==> config.mk <==
export PLATFORM = sky130hd
export DESIGN_NAME = ebr_bus
export DESIGN_NICKNAME = d
export VERILOG_FILES = /design/src/ebr_pkg.sv /design/src/ebr_clkdiv.sv /design/src/ebr_bus.sv
export VERILOG_INCLUDE_DIRS = /design/src /design/src/src
export SDC_FILE = /design/constraint.sdc
export NUM_CORES = 2
export LEC_CHECK = 0
export CORE_ASPECT_RATIO = 0.5
export CORE_MARGIN = 2
export CORE_UTILIZATION = 55
export DETAILED_ROUTE_END_ITERATION = 12
export DONT_BUFFER_PORTS = 1
export HOLD_SLACK_MARGIN = 0.08
export PLACE_DENSITY = 0.7
export SYNTH_ARGS = -nofsm -noshare
export SYNTH_HDL_FRONTEND = slang
export SYNTH_SLANG_ARGS = --single-unit
==> constraint.sdc <==
create_clock -name mclk -period 5.8 [get_ports mclk]
set_input_delay 1.16 -clock mclk [delete_from_list [all_inputs] [get_ports mclk]]
set_output_delay 1.16 -clock mclk [all_outputs]
set_load 0.01 [all_outputs]
==> src/ebr_consts.svh <==
`ifndef EBR_CONSTS_SVH
`define EBR_CONSTS_SVH

// ==========================================================
// Memory map
`define EBR_RAM0_TOP 16'h00c0
`define EBR_RAM1_BASE 16'h0100
`define EBR_RAM1_TOP 16'h0200
`define EBR_ROM_BASE 16'h8000
`define EBR_RAM_WORDS 448
`define EBR_RAM1_OFS 9'h0c0

// ==========================================================
// Timing
`define EBR_CLK_NS 40
`define EBR_RST_MIN_NS 2000
`define EBR_RST_MIN_CYC ((`EBR_RST_MIN_NS + `EBR_CLK_NS - 1) / `EBR_CLK_NS)
`define EBR_STB_LAST 2'h3
`define EBR_ROM_LAST 2'h3
`define EBR_PHASE_LAST 2'h3

// ==========================================================
// Port indices and pin groups
`define EBR_P_ALO 0
`define EBR_P_AHI 1
`define EBR_P_DAT 2
`define EBR_P_MF 3
`define EBR_P_AN 4
`define EBR_P_SD 5
`define EBR_P_SC 6
`define EBR_SC_CTL_LSB 3

`endif

==> src/ebr_pkg.sv <==
package ebr_pkg;

	// ==========================================================
	// Processor modes and bus sequencer states
	typedef enum logic [1:0] {EBR_SINGLE, EBR_EXPAND, EBR_MICRO} ebr_mode_e;

	typedef enum logic [2:0] {
		EBR_IDLE, EBR_RAM_RD, EBR_ROM_WAIT, EBR_EXT_WAIT, EBR_EXT_ADDR, EBR_EXT_STB,
		EBR_EXT_END
	} ebr_state_e;

	typedef enum logic [1:0] {EBR_REG_RAM, EBR_REG_ROM, EBR_REG_EXT, EBR_REG_NONE} ebr_region_e;

	// ==========================================================
	// Carriers
	typedef struct packed {
		logic [15:0] addr;
		logic [7:0] wdata;
		logic we;
		logic fetch;
	} ebr_req_s;

	typedef struct packed {
		logic [7:0] dir;
		logic [7:0] out;
	} ebr_port_cfg_s;

	typedef logic [6:0][7:0] ebr_pins_t;

endpackage

==> src/ebr_clkdiv.sv <==
`include "ebr_consts.svh"

module ebr_clkdiv
	import ebr_pkg::*;
(
	input wire logic mclk,
	input wire logic srst,
	output logic [1:0] phase_q,
	output logic phi_q
);

	logic [1:0] phase_d;

	// ==========================================================
	// Quarter-rate timing clock
	// Phi is high in phases 2 and 3, so it always equals phase bit 1
	assign phase_d = phase_q + 2'h1;

	always_ff @(posedge mclk) begin
		if (srst) begin
			phase_q <= 2'h0;
			phi_q <= 1'b0;
		end else begin
			phase_q <= phase_d;
			phi_q <= phase_d[1];
		end
	end

endmodule

==> src/ebr_bus.sv <==
// What this block does
// - Timing clock is oscillator divided by four
// - Fetch marker high only during opcode fetch
// - Direction level high on read, low write
// - Per-pin direction bit selects input or output
// - Low address byte on port outside single-chip
// - High address byte on port outside single-chip
// - Data port becomes bus outside single-chip mode
// - Slave mode turns slave port into data bus
// - Slave mode makes upper control pins inputs
// - Lower control pins usable as interrupt inputs
// - Multi-function pins selectable for peripheral use
// - Analog pins readable as digital inputs
// - Read strobe low while reading external data
// - Write strobe low while driving write data
// - Peripheral reset output high during reset
// - Dedicated socket address out, data in
// - Top half of space is socket memory
// - RAM at zero page low part, page one
// - Socket offset drops top address bit
`include "ebr_consts.svh"

module ebr_bus
	import ebr_pkg::*;
(
	input wire logic mclk,
	input wire logic srst,
	input wire logic processor_mode_pin,
	input wire ebr_mode_e mode_sel,
	input wire logic slave_mode,
	input wire logic [2:0] int_pin_en,
	input wire logic [7:0] mf_fn_sel,
	input wire logic [7:0] mf_fn_out,
	input wire logic [7:0] mf_fn_oe,
	input wire logic [7:0] slave_out,
	input wire logic slave_oe,
	input wire ebr_port_cfg_s [6:0] port_cfg,
	input wire logic req_valid,
	input wire ebr_req_s req,
	output logic req_ready,
	output logic rsp_valid,
	output logic [7:0] rsp_data,
	input wire ebr_pins_t pin_i,
	output ebr_pins_t pin_o,
	output ebr_pins_t pin_oe,
	output ebr_pins_t pin_val,
	output logic [2:0] ext_irq,
	output logic [4:0] slave_ctl,
	output ebr_mode_e mode_q,
	output logic [14:0] rom_addr,
	input wire logic [7:0] rom_data,
	output logic rd_n,
	output logic wr_n,
	output logic rw,
	output logic sync,
	output logic phi,
	output logic rst_out
);

	ebr_state_e state_q;
	ebr_req_s cur_q;
	logic [1:0] cnt_q;
	logic [1:0] phase;
	logic [7:0] ram [0:`EBR_RAM_WORDS-1];
	ebr_pins_t pin_m_q;
	ebr_pins_t pin_s_q;
	logic [7:0] rom_m_q;
	logic [7:0] rom_s_q;
	logic mode_m_q;
	logic mode_s_q;
	logic ext_on;
	logic ext_rd;
	logic ext_wr;
	logic bus_busy;
	ebr_pins_t pin_o_d;
	ebr_pins_t pin_oe_d;

	// ==========================================================
	// Address decode
	function automatic ebr_region_e region(input logic [15:0] a, input ebr_mode_e m);
		if (a >= `EBR_ROM_BASE)
			return EBR_REG_ROM;
		else if (a < `EBR_RAM0_TOP)
			return EBR_REG_RAM;
		else if (a >= `EBR_RAM1_BASE && a < `EBR_RAM1_TOP)
			return EBR_REG_RAM;
		else if (m != EBR_SINGLE)
			return EBR_REG_EXT;
		else
			return EBR_REG_NONE;
	endfunction

	// Packs both RAM pages into one 448-word array
	function automatic logic [8:0] ram_index(input logic [15:0] a);
		if (a[8])
			return `EBR_RAM1_OFS + {1'b0, a[7:0]};
		else
			return {1'b0, a[7:0]};
	endfunction

	// ==========================================================
	// Quarter-rate clock
	ebr_clkdiv u_clkdiv (
		.mclk(mclk),
		.srst(srst),
		.phase_q(phase),
		.phi_q(phi)
	);

	// ==========================================================
	// Input synchronisers; every pin is asynchronous to mclk
	always_ff @(posedge mclk) begin
		pin_m_q <= pin_i;
		pin_s_q <= pin_m_q;
		rom_m_q <= rom_data;
		rom_s_q <= rom_m_q;
		mode_m_q <= processor_mode_pin;
		mode_s_q <= mode_m_q;
	end

	// ==========================================================
	// Processor mode
	// Mode pin is a static strap, so a synchronised level is enough
	always_ff @(posedge mclk) begin
		if (srst)
			mode_q <= EBR_SINGLE;
		else if (mode_s_q)
			mode_q <= EBR_MICRO;
		else
			mode_q <= mode_sel;
	end

	// ==========================================================
	// Peripheral reset output
	always_ff @(posedge mclk) begin
		rst_out <= srst;
	end

	// ==========================================================
	// Bus sequencer
	// External cycles start on phase 0 so strobes sit inside one phi period
	always_ff @(posedge mclk) begin
		if (srst) begin
			state_q <= EBR_IDLE;
			cur_q <= '0;
			cnt_q <= 2'h0;
		end else begin
			case (state_q)
				EBR_IDLE: begin
					cnt_q <= 2'h0;
					if (req_valid) begin
						cur_q <= req;
						case (region(req.addr, mode_q))
							EBR_REG_RAM: state_q <= EBR_RAM_RD;
							EBR_REG_ROM: state_q <= EBR_ROM_WAIT;
							EBR_REG_EXT: state_q <= EBR_EXT_WAIT;
							default: state_q <= EBR_RAM_RD;
						endcase
					end
				end
				EBR_RAM_RD: state_q <= EBR_IDLE;
				EBR_ROM_WAIT: begin
					// Covers address register plus two synchroniser stages
					cnt_q <= cnt_q + 2'h1;
					if (cnt_q == `EBR_ROM_LAST)
						state_q <= EBR_IDLE;
				end
				EBR_EXT_WAIT: begin
					if (phase == `EBR_PHASE_LAST)
						state_q <= EBR_EXT_ADDR;
				end
				EBR_EXT_ADDR: state_q <= EBR_EXT_STB;
				EBR_EXT_STB: begin
					cnt_q <= cnt_q + 2'h1;
					if (cnt_q == `EBR_STB_LAST)
						state_q <= EBR_EXT_END;
				end
				EBR_EXT_END: state_q <= EBR_IDLE;
				default: state_q <= EBR_IDLE;
			endcase
		end
	end

	assign bus_busy = (state_q != EBR_IDLE);
	assign ext_on = (state_q == EBR_EXT_ADDR) || (state_q == EBR_EXT_STB);
	assign ext_rd = (state_q == EBR_EXT_STB) && !cur_q.we;
	assign ext_wr = (state_q == EBR_EXT_STB) && cur_q.we;

	// ==========================================================
	// Internal RAM; writes complete in the accept cycle
	always_ff @(posedge mclk) begin
		if (!srst && !bus_busy && req_valid && req.we &&
				region(req.addr, mode_q) == EBR_REG_RAM)
			ram[ram_index(req.addr)] <= req.wdata;
	end

	// ==========================================================
	// Answer to the core
	always_ff @(posedge mclk) begin
		if (srst) begin
			rsp_valid <= 1'b0;
			rsp_data <= 8'h00;
			req_ready <= 1'b0;
		end else begin
			rsp_valid <= 1'b0;
			req_ready <= !bus_busy && !req_valid;
			case (state_q)
				EBR_RAM_RD: begin
					rsp_valid <= 1'b1;
					if (region(cur_q.addr, mode_q) == EBR_REG_RAM)
						rsp_data <= ram[ram_index(cur_q.addr)];
					else
						rsp_data <= 8'h00;
				end
				EBR_ROM_WAIT: begin
					if (cnt_q == `EBR_ROM_LAST) begin
						rsp_valid <= 1'b1;
						rsp_data <= rom_s_q;
					end
				end
				EBR_EXT_STB: begin
					if (cnt_q == `EBR_STB_LAST && !cur_q.we)
						rsp_data <= pin_s_q[`EBR_P_DAT];
				end
				EBR_EXT_END: begin
					rsp_valid <= 1'b1;
					if (cur_q.we)
						rsp_data <= cur_q.wdata;
				end
				default: begin
					rsp_valid <= 1'b0;
				end
			endcase
		end
	end

	// ==========================================================
	// Socket memory port
	// Dropping bit 15 keeps processor and socket offsets aligned
	always_ff @(posedge mclk) begin
		if (srst)
			rom_addr <= 15'h0000;
		else if (!bus_busy && req_valid)
			rom_addr <= req.addr[14:0];
	end

	// ==========================================================
	// Bus control strobes, one cycle behind the sequencer state
	always_ff @(posedge mclk) begin
		if (srst) begin
			rd_n <= 1'b1;
			wr_n <= 1'b1;
			rw <= 1'b1;
			sync <= 1'b0;
		end else begin
			rd_n <= !ext_rd;
			wr_n <= !ext_wr;
			rw <= !(ext_on && cur_q.we);
			sync <= bus_busy && cur_q.fetch;
		end
	end

	// ==========================================================
	// Pin function multiplexing
	always_comb begin
		pin_o_d = '0;
		pin_oe_d = '0;
		// General I/O by default, one direction bit per pin
		for (int p = 0; p < 7; p++) begin
			pin_o_d[p] = port_cfg[p].out;
			pin_oe_d[p] = port_cfg[p].dir;
		end
		// Analog pins never drive; their value still reads back
		pin_oe_d[`EBR_P_AN] = 8'h00;
		if (mode_q != EBR_SINGLE) begin
			pin_o_d[`EBR_P_ALO] = cur_q.addr[7:0];
			pin_oe_d[`EBR_P_ALO] = 8'hff;
			pin_o_d[`EBR_P_AHI] = cur_q.addr[15:8];
			pin_oe_d[`EBR_P_AHI] = 8'hff;
			// Data lines float except while a write is on the bus
			pin_o_d[`EBR_P_DAT] = cur_q.wdata;
			pin_oe_d[`EBR_P_DAT] = (ext_on && cur_q.we) ? 8'hff : 8'h00;
		end
		for (int b = 0; b < 8; b++) begin
			if (mf_fn_sel[b]) begin
				pin_o_d[`EBR_P_MF][b] = mf_fn_out[b];
				pin_oe_d[`EBR_P_MF][b] = mf_fn_oe[b];
			end
		end
		if (slave_mode) begin
			// The master owns the direction through the slave-port logic
			pin_o_d[`EBR_P_SD] = slave_out;
			pin_oe_d[`EBR_P_SD] = slave_oe ? 8'hff : 8'h00;
			pin_oe_d[`EBR_P_SC][7:`EBR_SC_CTL_LSB] = 5'h00;
		end
		for (int i = 0; i < 3; i++) begin
			if (int_pin_en[i])
				pin_oe_d[`EBR_P_SC][i] = 1'b0;
		end
	end

	// ==========================================================
	// Registered pin drivers and readback
	// Reset releases every pin so nothing fights a board strap
	always_ff @(posedge mclk) begin
		if (srst) begin
			pin_o <= '0;
			pin_oe <= '0;
			pin_val <= '0;
			ext_irq <= 3'h0;
			slave_ctl <= 5'h00;
		end else begin
			pin_o <= pin_o_d;
			pin_oe <= pin_oe_d;
			pin_val <= pin_s_q;
			ext_irq <= pin_s_q[`EBR_P_SC][2:0] & int_pin_en;
			slave_ctl <= slave_mode ? pin_s_q[`EBR_P_SC][7:`EBR_SC_CTL_LSB] : 5'h00;
		end
	end

endmodule

=== Yosys cells after proc, flatten, opt, wreduce, memory -nomap -nowiden ===
Memories as Yosys holds them, arrays and structs flattened.
Index checks and enable logic that the tools add are counted.

* Bits in registers: 372
* Bits in writable memories: 3584
* Input bits: 245
* Output and inout bits: 209
* Logic and storage cells: 190
* Memories: 1

* Add/subtract/negate cells: 4
* Order comparisons: 8
* Eq/ne operators: 16
* Mux-type cells: 57
* Bitwise logic cells: 2
* Reduce and logical (&&, ||, !) cells: 39

{| class="wikitable"
|+ Memories
! name !! depth !! width !! read ports !! clocked after memory_dff !! write ports !! RTL line !! text
|-
| ram || 448 || 8 || 1 || 0 || 1 || ebr_bus.sv:64 || <nowiki>logic [7:0] ram [0:`EBR_RAM_WORDS-1];</nowiki>
|}

{| class="wikitable"
|+ Operator list
! cell !! count
|-
| 8-bit 2-to-1 mux || 8
|-
| 9-bit 2-to-1 mux || 6
|-
| 24-bit 2-to-1 mux || 2
|-
| 16-bit greater-or-equal comparator (second input constant) || 2
|-
| 16-bit by 9-bit greater-or-equal comparator with 1-bit output (second input constant) || 2
|-
| 16-bit by 10-bit less-than comparator with 1-bit output (second input constant) || 2
|-
| 16-bit by 8-bit less-than comparator with 1-bit output (second input constant) || 2
|-
| 8-bit one-hot mux with 4 select lines || 1
|-
| 2-bit 2-to-1 mux || 12
|-
| 1-bit 2-to-1 mux || 20
|-
| 8-bit by 8-bit adder with 9-bit output (first input constant) || 2
|-
| 2-bit OR reduction || 8
|-
| 3-bit one-hot mux with 5 select lines || 1
|-
| 1-bit logical AND || 13
|-
| 3-bit 2-to-1 mux || 4
|-
| 3-bit == test (second input constant) || 3
|-
| 2-bit inequality test (second input constant) || 4
|-
| 2-bit one-hot mux with 2 select lines || 2
|-
| 4-bit AND reduction || 2
|-
| 1-bit logical NOT || 7
|-
| 2-bit == test (second input constant) || 3
|-
| 3-bit by 2-bit == test with 1-bit output (second input constant) || 2
|-
| 2-bit by 1-bit adder with 2-bit output (second input constant) || 2
|-
| 2-bit logical NOT || 2
|-
| other kinds (12) || 14
|}

=== Longest topological paths before layout ===
An unclocked memory read counts as a cell.

* Word-level depth: 14
* Mapped depth: 16

=== Modules after synthesis ===
A second synthesis with hierarchy kept.

* Cells, all modules: 7822
* Area, all modules: 151726.8 µm²

{| class="wikitable"
|+ Modules (own cells, without submodules)
! module !! instances !! cells each !! area each (µm²) !! sequential area each (µm²)
|-
| ebr_bus || 1 || 7816 || 151663.0 || 114549.9
|-
| ebr_clkdiv || 1 || 6 || 63.8 || 40.0
|}

=== Worst setup path after synthesis ===
Ideal clock, no wire load.

* Kind: input port to flip-flop
* From: input req[25] in the netlist's numbering
* To: memory ram[366][0] (enable)
* Data arrival time: 3.275 ns
* Data required time: 5.430 ns
* Setup slack: 2.155 ns
* Stages on the path: 10
* Cell sequence: nor4_1 -> nand3_1 -> o21ai_0 -> ha_1 -> nand2b_1 -> or3_1 -> nor2_1 -> nand3_1 -> clkbuf_1 -> nor2_1

* Word-level cells in the longest chain between the ends: 9
* Elaborated cells on any way between the ends: 12
* Those cells by class: 4 x order compare; 5 x mux; 3 x reduce/logical

{| class="wikitable"
|+ RTL lines
! what !! RTL line !! text
|-
| from (decl) || ebr_bus.sv:39 || <nowiki>input wire ebr_req_s req,</nowiki>
|-
| 16-bit by 9-bit greater-or-equal comparator with 1-bit output (no line) or 16-bit by 10-bit less-than comparator with 1-bit output (tied branches) || - ||
|-
| 1-bit logical AND (no line) || - ||
|-
| 2-bit 2-to-1 mux (2 in a row) || - ||
|-
| 2-bit 2-to-1 mux * || ebr_bus.sv:81 || <nowiki>if (a >= `EBR_ROM_BASE)</nowiki>
|-
| 2-bit logical NOT * || ebr_bus.sv:193 || <nowiki>region(req.addr, mode_q) == EBR_REG_RAM)</nowiki>
|-
| 1-bit logical AND * || ebr_bus.sv:192 || <nowiki>if (!srst && !bus_busy && req_valid && req.we &&</nowiki>
|-
| 1-bit 2-to-1 mux * || ebr_bus.sv:192 ||
|-
| 1-bit 2-to-1 mux (implied by the code) * || ebr_bus.sv:194 || <nowiki>ram[ram_index(req.addr)] <= req.wdata;</nowiki>
|-
| to (decl) || ebr_bus.sv:64 ||
|}

Mark *: on every way between the ends. The rest lies on a longest branch, timed or not.

=== Final worst setup path ===
* From: register cur_q[10] in the netlist's numbering
* To: register rsp_data[0]

* Word-level cells in the longest chain between the ends: 10
* Elaborated cells on any way between the ends: 19
* Those cells by class: 1 x add/sub; 4 x order compare; 11 x mux; 2 x reduce/logical; 1 x memory

{| class="wikitable"
|+ RTL lines
! what !! RTL line !! text
|-
| from (decl) || ebr_bus.sv:61 || <nowiki>ebr_req_s cur_q;</nowiki>
|-
| from (signal assigned) || ebr_bus.sv:152 || <nowiki>cur_q <= req;</nowiki>
|-
| branches (longest 8 deep; another with 8-bit by 8-bit adder with 9-bit output) || - ||
|-
| 8-bit 2-to-1 mux * || ebr_bus.sv:210 || <nowiki>if (region(cur_q.addr, mode_q) == EBR_REG_RAM)</nowiki>
|-
| 8-bit one-hot mux with 4 select lines * || ebr_bus.sv:207 || <nowiki>case (state_q)</nowiki>
|-
| to (signal assigned) || ebr_bus.sv:211 || <nowiki>rsp_data <= ram[ram_index(cur_q.addr)];</nowiki>
|-
| to (signal assigned) || ebr_bus.sv:218 || <nowiki>rsp_data <= rom_s_q;</nowiki>
|-
| to (signal assigned) || ebr_bus.sv:223 || <nowiki>rsp_data <= pin_s_q[`EBR_P_DAT];</nowiki>
|-
| to (decl) || ebr_bus.sv:42 || <nowiki>output logic [7:0] rsp_data,</nowiki>
|}

Every way passes the cells marked *. The select of a mux whose other input is x is not followed.
A chain may end at the register's enable or synchronous reset.

==> metrics.md <==
| Metric | Value |
|---|---|
| Clk root buf | clkbuf_16 |
| CP dominant cell by count | nor4_1 |
| CTS Buffer Depth | 4 |
| Asr flop ratio synth | 0% |
| Number of search-and-repair iterations in the first detailed-routing pass | 8 |
| Cell area after placement | between 0.15 and 0.2 sq mm |
| Number of synthesized flops with an enable pin | around 3600 |
| Summed instance area of the synthesized netlist | ~0.15 sq mm |
| TritonCTS buffer count | 338 |
| Violations in the final reports | max-capacitance violations, max-slew violations |
| Layout Area Growth over Synthesis | 9.29% |
| Power share of the sequential group | a little over half |
| Worst setup skew after layout | 0.0492 ns |
| Startpoint of the worst-slack reg-to-reg timing path | cur_q[10] |
| Synth Flop Type | edfxtp_1 |
| Hold buffer count at CTS | 0 |
| Pin slew with the least headroom to its limit | around 2.5 ns |
| Area of the core | between 0.2 and 0.3 sq mm |
| Initial Util | ~56% |
| Die H | between 300 and 400 microns |
| Final Cycle Share | 80.2% |
| Maximum number of pins on one net before global-route repair | between 400 and 500 |
| FILL cells | 18700 |
| Initial antenna violation count | approximately 40 |
| Path category of the worst min-delay check | input port to register |
| Final-stage net count | about 7800 |
| Kind of critical path | register to register |
| Ports placed on the boundary | approximately 450 |
| Total overflow reported by the global router | 0 |
| Fraction of layout cells with a size suffix above 1 | 19.2% |
| Maximum fanout along the worst path | 31 |
| Number of global-route vias before repair | 73800 |
| DIE WIDTH | ~740 microns |
| Routability-driven placement congestion ratio | 0.889 |
| H-tree levels | 5 |
| Yosys warns | 0 |
| Post-synth top area share | between 70% and 80% |
| Clock latency at the later pin of the worst-skew pair | between 0.9 and 1 ns |
| Post-CTS setup buffer count | 0 |
| CTS clk-pin slew, worst paths | 0.07 ns |
| Max incr delay on CP | 1.04 ns |
| Global-route total usage across every layer | 29.0% |
| Total length of routed wires | a little over 400000 microns |
| Slew headroom | -68.3% |
| Hold path endpoint | pin_m_q[48] |
| Start point of the critical path | cur_q[10] |
| Wire length of the first global-routing pass | about 570000 microns |
| Combinational power share | under 10% |
| Post-detail-place hpwl | about 240000 microns |
| Final hold slack | 0.276 ns |
| Cell area after layout | between 0.15 and 0.2 sq mm |
| Clk network pwr share | between 30% and 40% |
| Type of element launching the critical path | register |
| Clock net sink count | between 3000 and 4000 |
| Cells after synthesis | ~7500 |
| Number of gates given a new drive strength after cts | 0 |
| Outcome | finished, violations left |
| Count of cell types in the netlist | between 80 and 90 |
| Critical path data required time | between 6 and 7 ns |
| Leading cell type in the layout, fill and taps excluded | edfxtp_1 |
| Input/output buffers | 0 |
| IR Drop Worst-Case VDD | 0.240 mV |
| Final sum of negative setup slack | 0 ns |
| Total count of hold-check failures in the final report | 0 |
| Part of the Yosys area used for sequential elements | about 76% |
| TritonCTS clock tree | built |
| RSZ-0062 raised after global routing | false |
| Starting DRC count in detailed routing | between 10000 and 15000 |
| Average via count per standard cell | between 6 and 7 |
| Standby leakage power | slightly above 50 nW |
| #FFs+latches synth | 3932 |
| DRC viols | 0 |
| Std-Cell Rows | ~140 |
| Net switching power | 12.6 mW |
| Number of pins exceeding their max-slew limit in the final report | approximately 940 |
| Leading cell types by total area after synthesis | edfxtp_1 (71%), mux4_2 (11%), dfxtp_1 (4.6%), mux2i_1 (2.5%), nor2_1 (1.5%) |
| R2R depth | 9 |
| PwrDens | 350 mW/mm^2 |
| Library cell with the largest summed area after synthesis | edfxtp_1 |
| Cell depth of the worst min-delay path | 0 |
| Crit. End Element | register |
| Crit path DAT | 5.44 ns |
| RR Endpoint | rsp_data[0] |
| Internal | about 45 mW |
| Antenna-violating nets left | 0 |
| Total Die Area | between 0.2 and 0.3 sq mm |
| Vias after detailed routing | just under 80000 |
| Series of cell instances along the critical path | buf_4, mux4_1, mux2i_1, o211ai_1, a21oi_1, or4_1, nor4_1, nor4_1, a211oi_1 |
| Count of final setup violators | 0 |
| WL/cell | 35.7 microns |
| Max-cap violation count | 1 |
| Net Sw Frac | between 20 and 25% |
| Most frequent cells in the layout | edfxtp_1 (3584), mux4_2 (737), nor2_1 (580) |
| Tmin final | between 4 and 5 ns |
| Achievable clock frequency | ~210 MHz |
| Max stage delay cell, worst path | dfxtp_4 |
| Synthesized area per cell | approximately 20 sq um |
| Worst hold path startpoint | pin_i[48] |
| Worst setup slack for register-to-register paths | 1.15 ns |
power by group through the flow:
stage          logic, mW  registers [mW]  clock network [mW]
2_1_floorplan       2.36            31.7                   0
4_1_cts             3.46            31.2                23.0
5_1_grt             3.74            31.2                24.1
3_5_place_dp        3.45            31.8                   0
6_report            3.64            31.2                22.9
3_3_place_gp        3.43            31.8                   0
sequential cells by signal, indices dropped and copies added (netlist names), 2 cells and up:
name	count
pin_o	56
rsp_data	8
pin_val	56
mode_q	2
cnt_q	2
cur_q	26
ram	3584
ext_irq	3
rom_m_q	8
slave_ctl	5
rom_s_q	8
state_q	3
pin_oe	48
pin_m_q	56
u_clkdiv.phase_q	2
pin_s_q	56
worst max-delay path by stage:
stage,end,slack [ns],cells past startpoint
floorplan,ram[366][0],2.15,10
global placement,ram[131][6],0.64,12
detailed placement,ram[131][2],0.68,12
CTS,rsp_data[2],1.29,9
global route,rsp_data[3],1.02,8
finish,rsp_data[0],1.15,9
per-stage QoR:
stage               total power, mW  worst slack, ns  utilization, %  cells
finish                         57.8             1.15            60.7  11500
global route                   59.0             1.02            60.7  11500
CTS                            57.7             1.29            60.6  11400
detailed placement             35.3            0.685            56.6  10800
global placement               35.3            0.645            56.6  10800
floorplan                      34.1             2.15               -   7516
Yosys cell counts (all sizes together) (17+ instances only):
| master | number |
|---|---|
| buf | 279 |
| a211oi | 25 |
| nor2b | 94 |
| mux4 | 797 |
| o21ai | 124 |
| a22oi | 111 |
| o22ai | 40 |
| nor4 | 17 |
| a31oi | 19 |
| a22o | 21 |
| nor3 | 37 |
| nor2 | 587 |
| nand3 | 54 |
| mux2i | 379 |
| a221o | 28 |
| and2 | 23 |
| a21oi | 148 |
| a221oi | 133 |
| nand2b | 23 |
| clkbuf | 205 |
| nand2 | 245 |
| edfxtp | 3584 |
| dfxtp | 348 |
logic make-up after synthesis:
kind of cell	count (synthesis)	share of synthesized area, %
XOR/XNOR	3	0.0174
flip-flops	3932	75.9
other	1	0.00248
buffers and inverters	498	2.57
multiplexers	1191	14.7
AO/OA/AOI/OAI	740	3.50
adder cells (fa/ha/maj)	10	0.0829
AND/OR/NAND/NOR	1134	3.27
worst max-delay path, delay by kind of cell (launching register included):
family,cells,cell delay [ns]
buffers and inverters,1,0.59
AOI/OAI and AO/OA,3,1.12
muxes,2,1.08
DFF,1,1.04
and+or+nand+nor,3,0.62
cell type report:
| class | instances | area, sq um | area share [%] |
|---|---|---|---|
| flip-flops and latches | 3932 | 115000 | 69.5 |
| repair buffers | 185 | 1990 | 1.21 |
| multi-input cells | 3086 | 32800 | 19.9 |
| well taps | 3630 | 4540 | 2.75 |
| clock inverters | 187 | 1860 | 1.13 |
| diodes | 18 | 45.0 | 0.0273 |
| clock buffers | 415 | 9100 | 5.51 |
| inverters | 13 | 61.3 | 0.0372 |
layer usage:
metal,GRT usage (%),vias up,part of all wire [%]
met5,0,-,0.020
met4,9.30,12,3.6
met3,7.70,768,13
met2,44.6,5323,47
met1,40.9,40300,37
li1,-,30700,-
No activity file was read; power rests on OpenSTA's default activity.
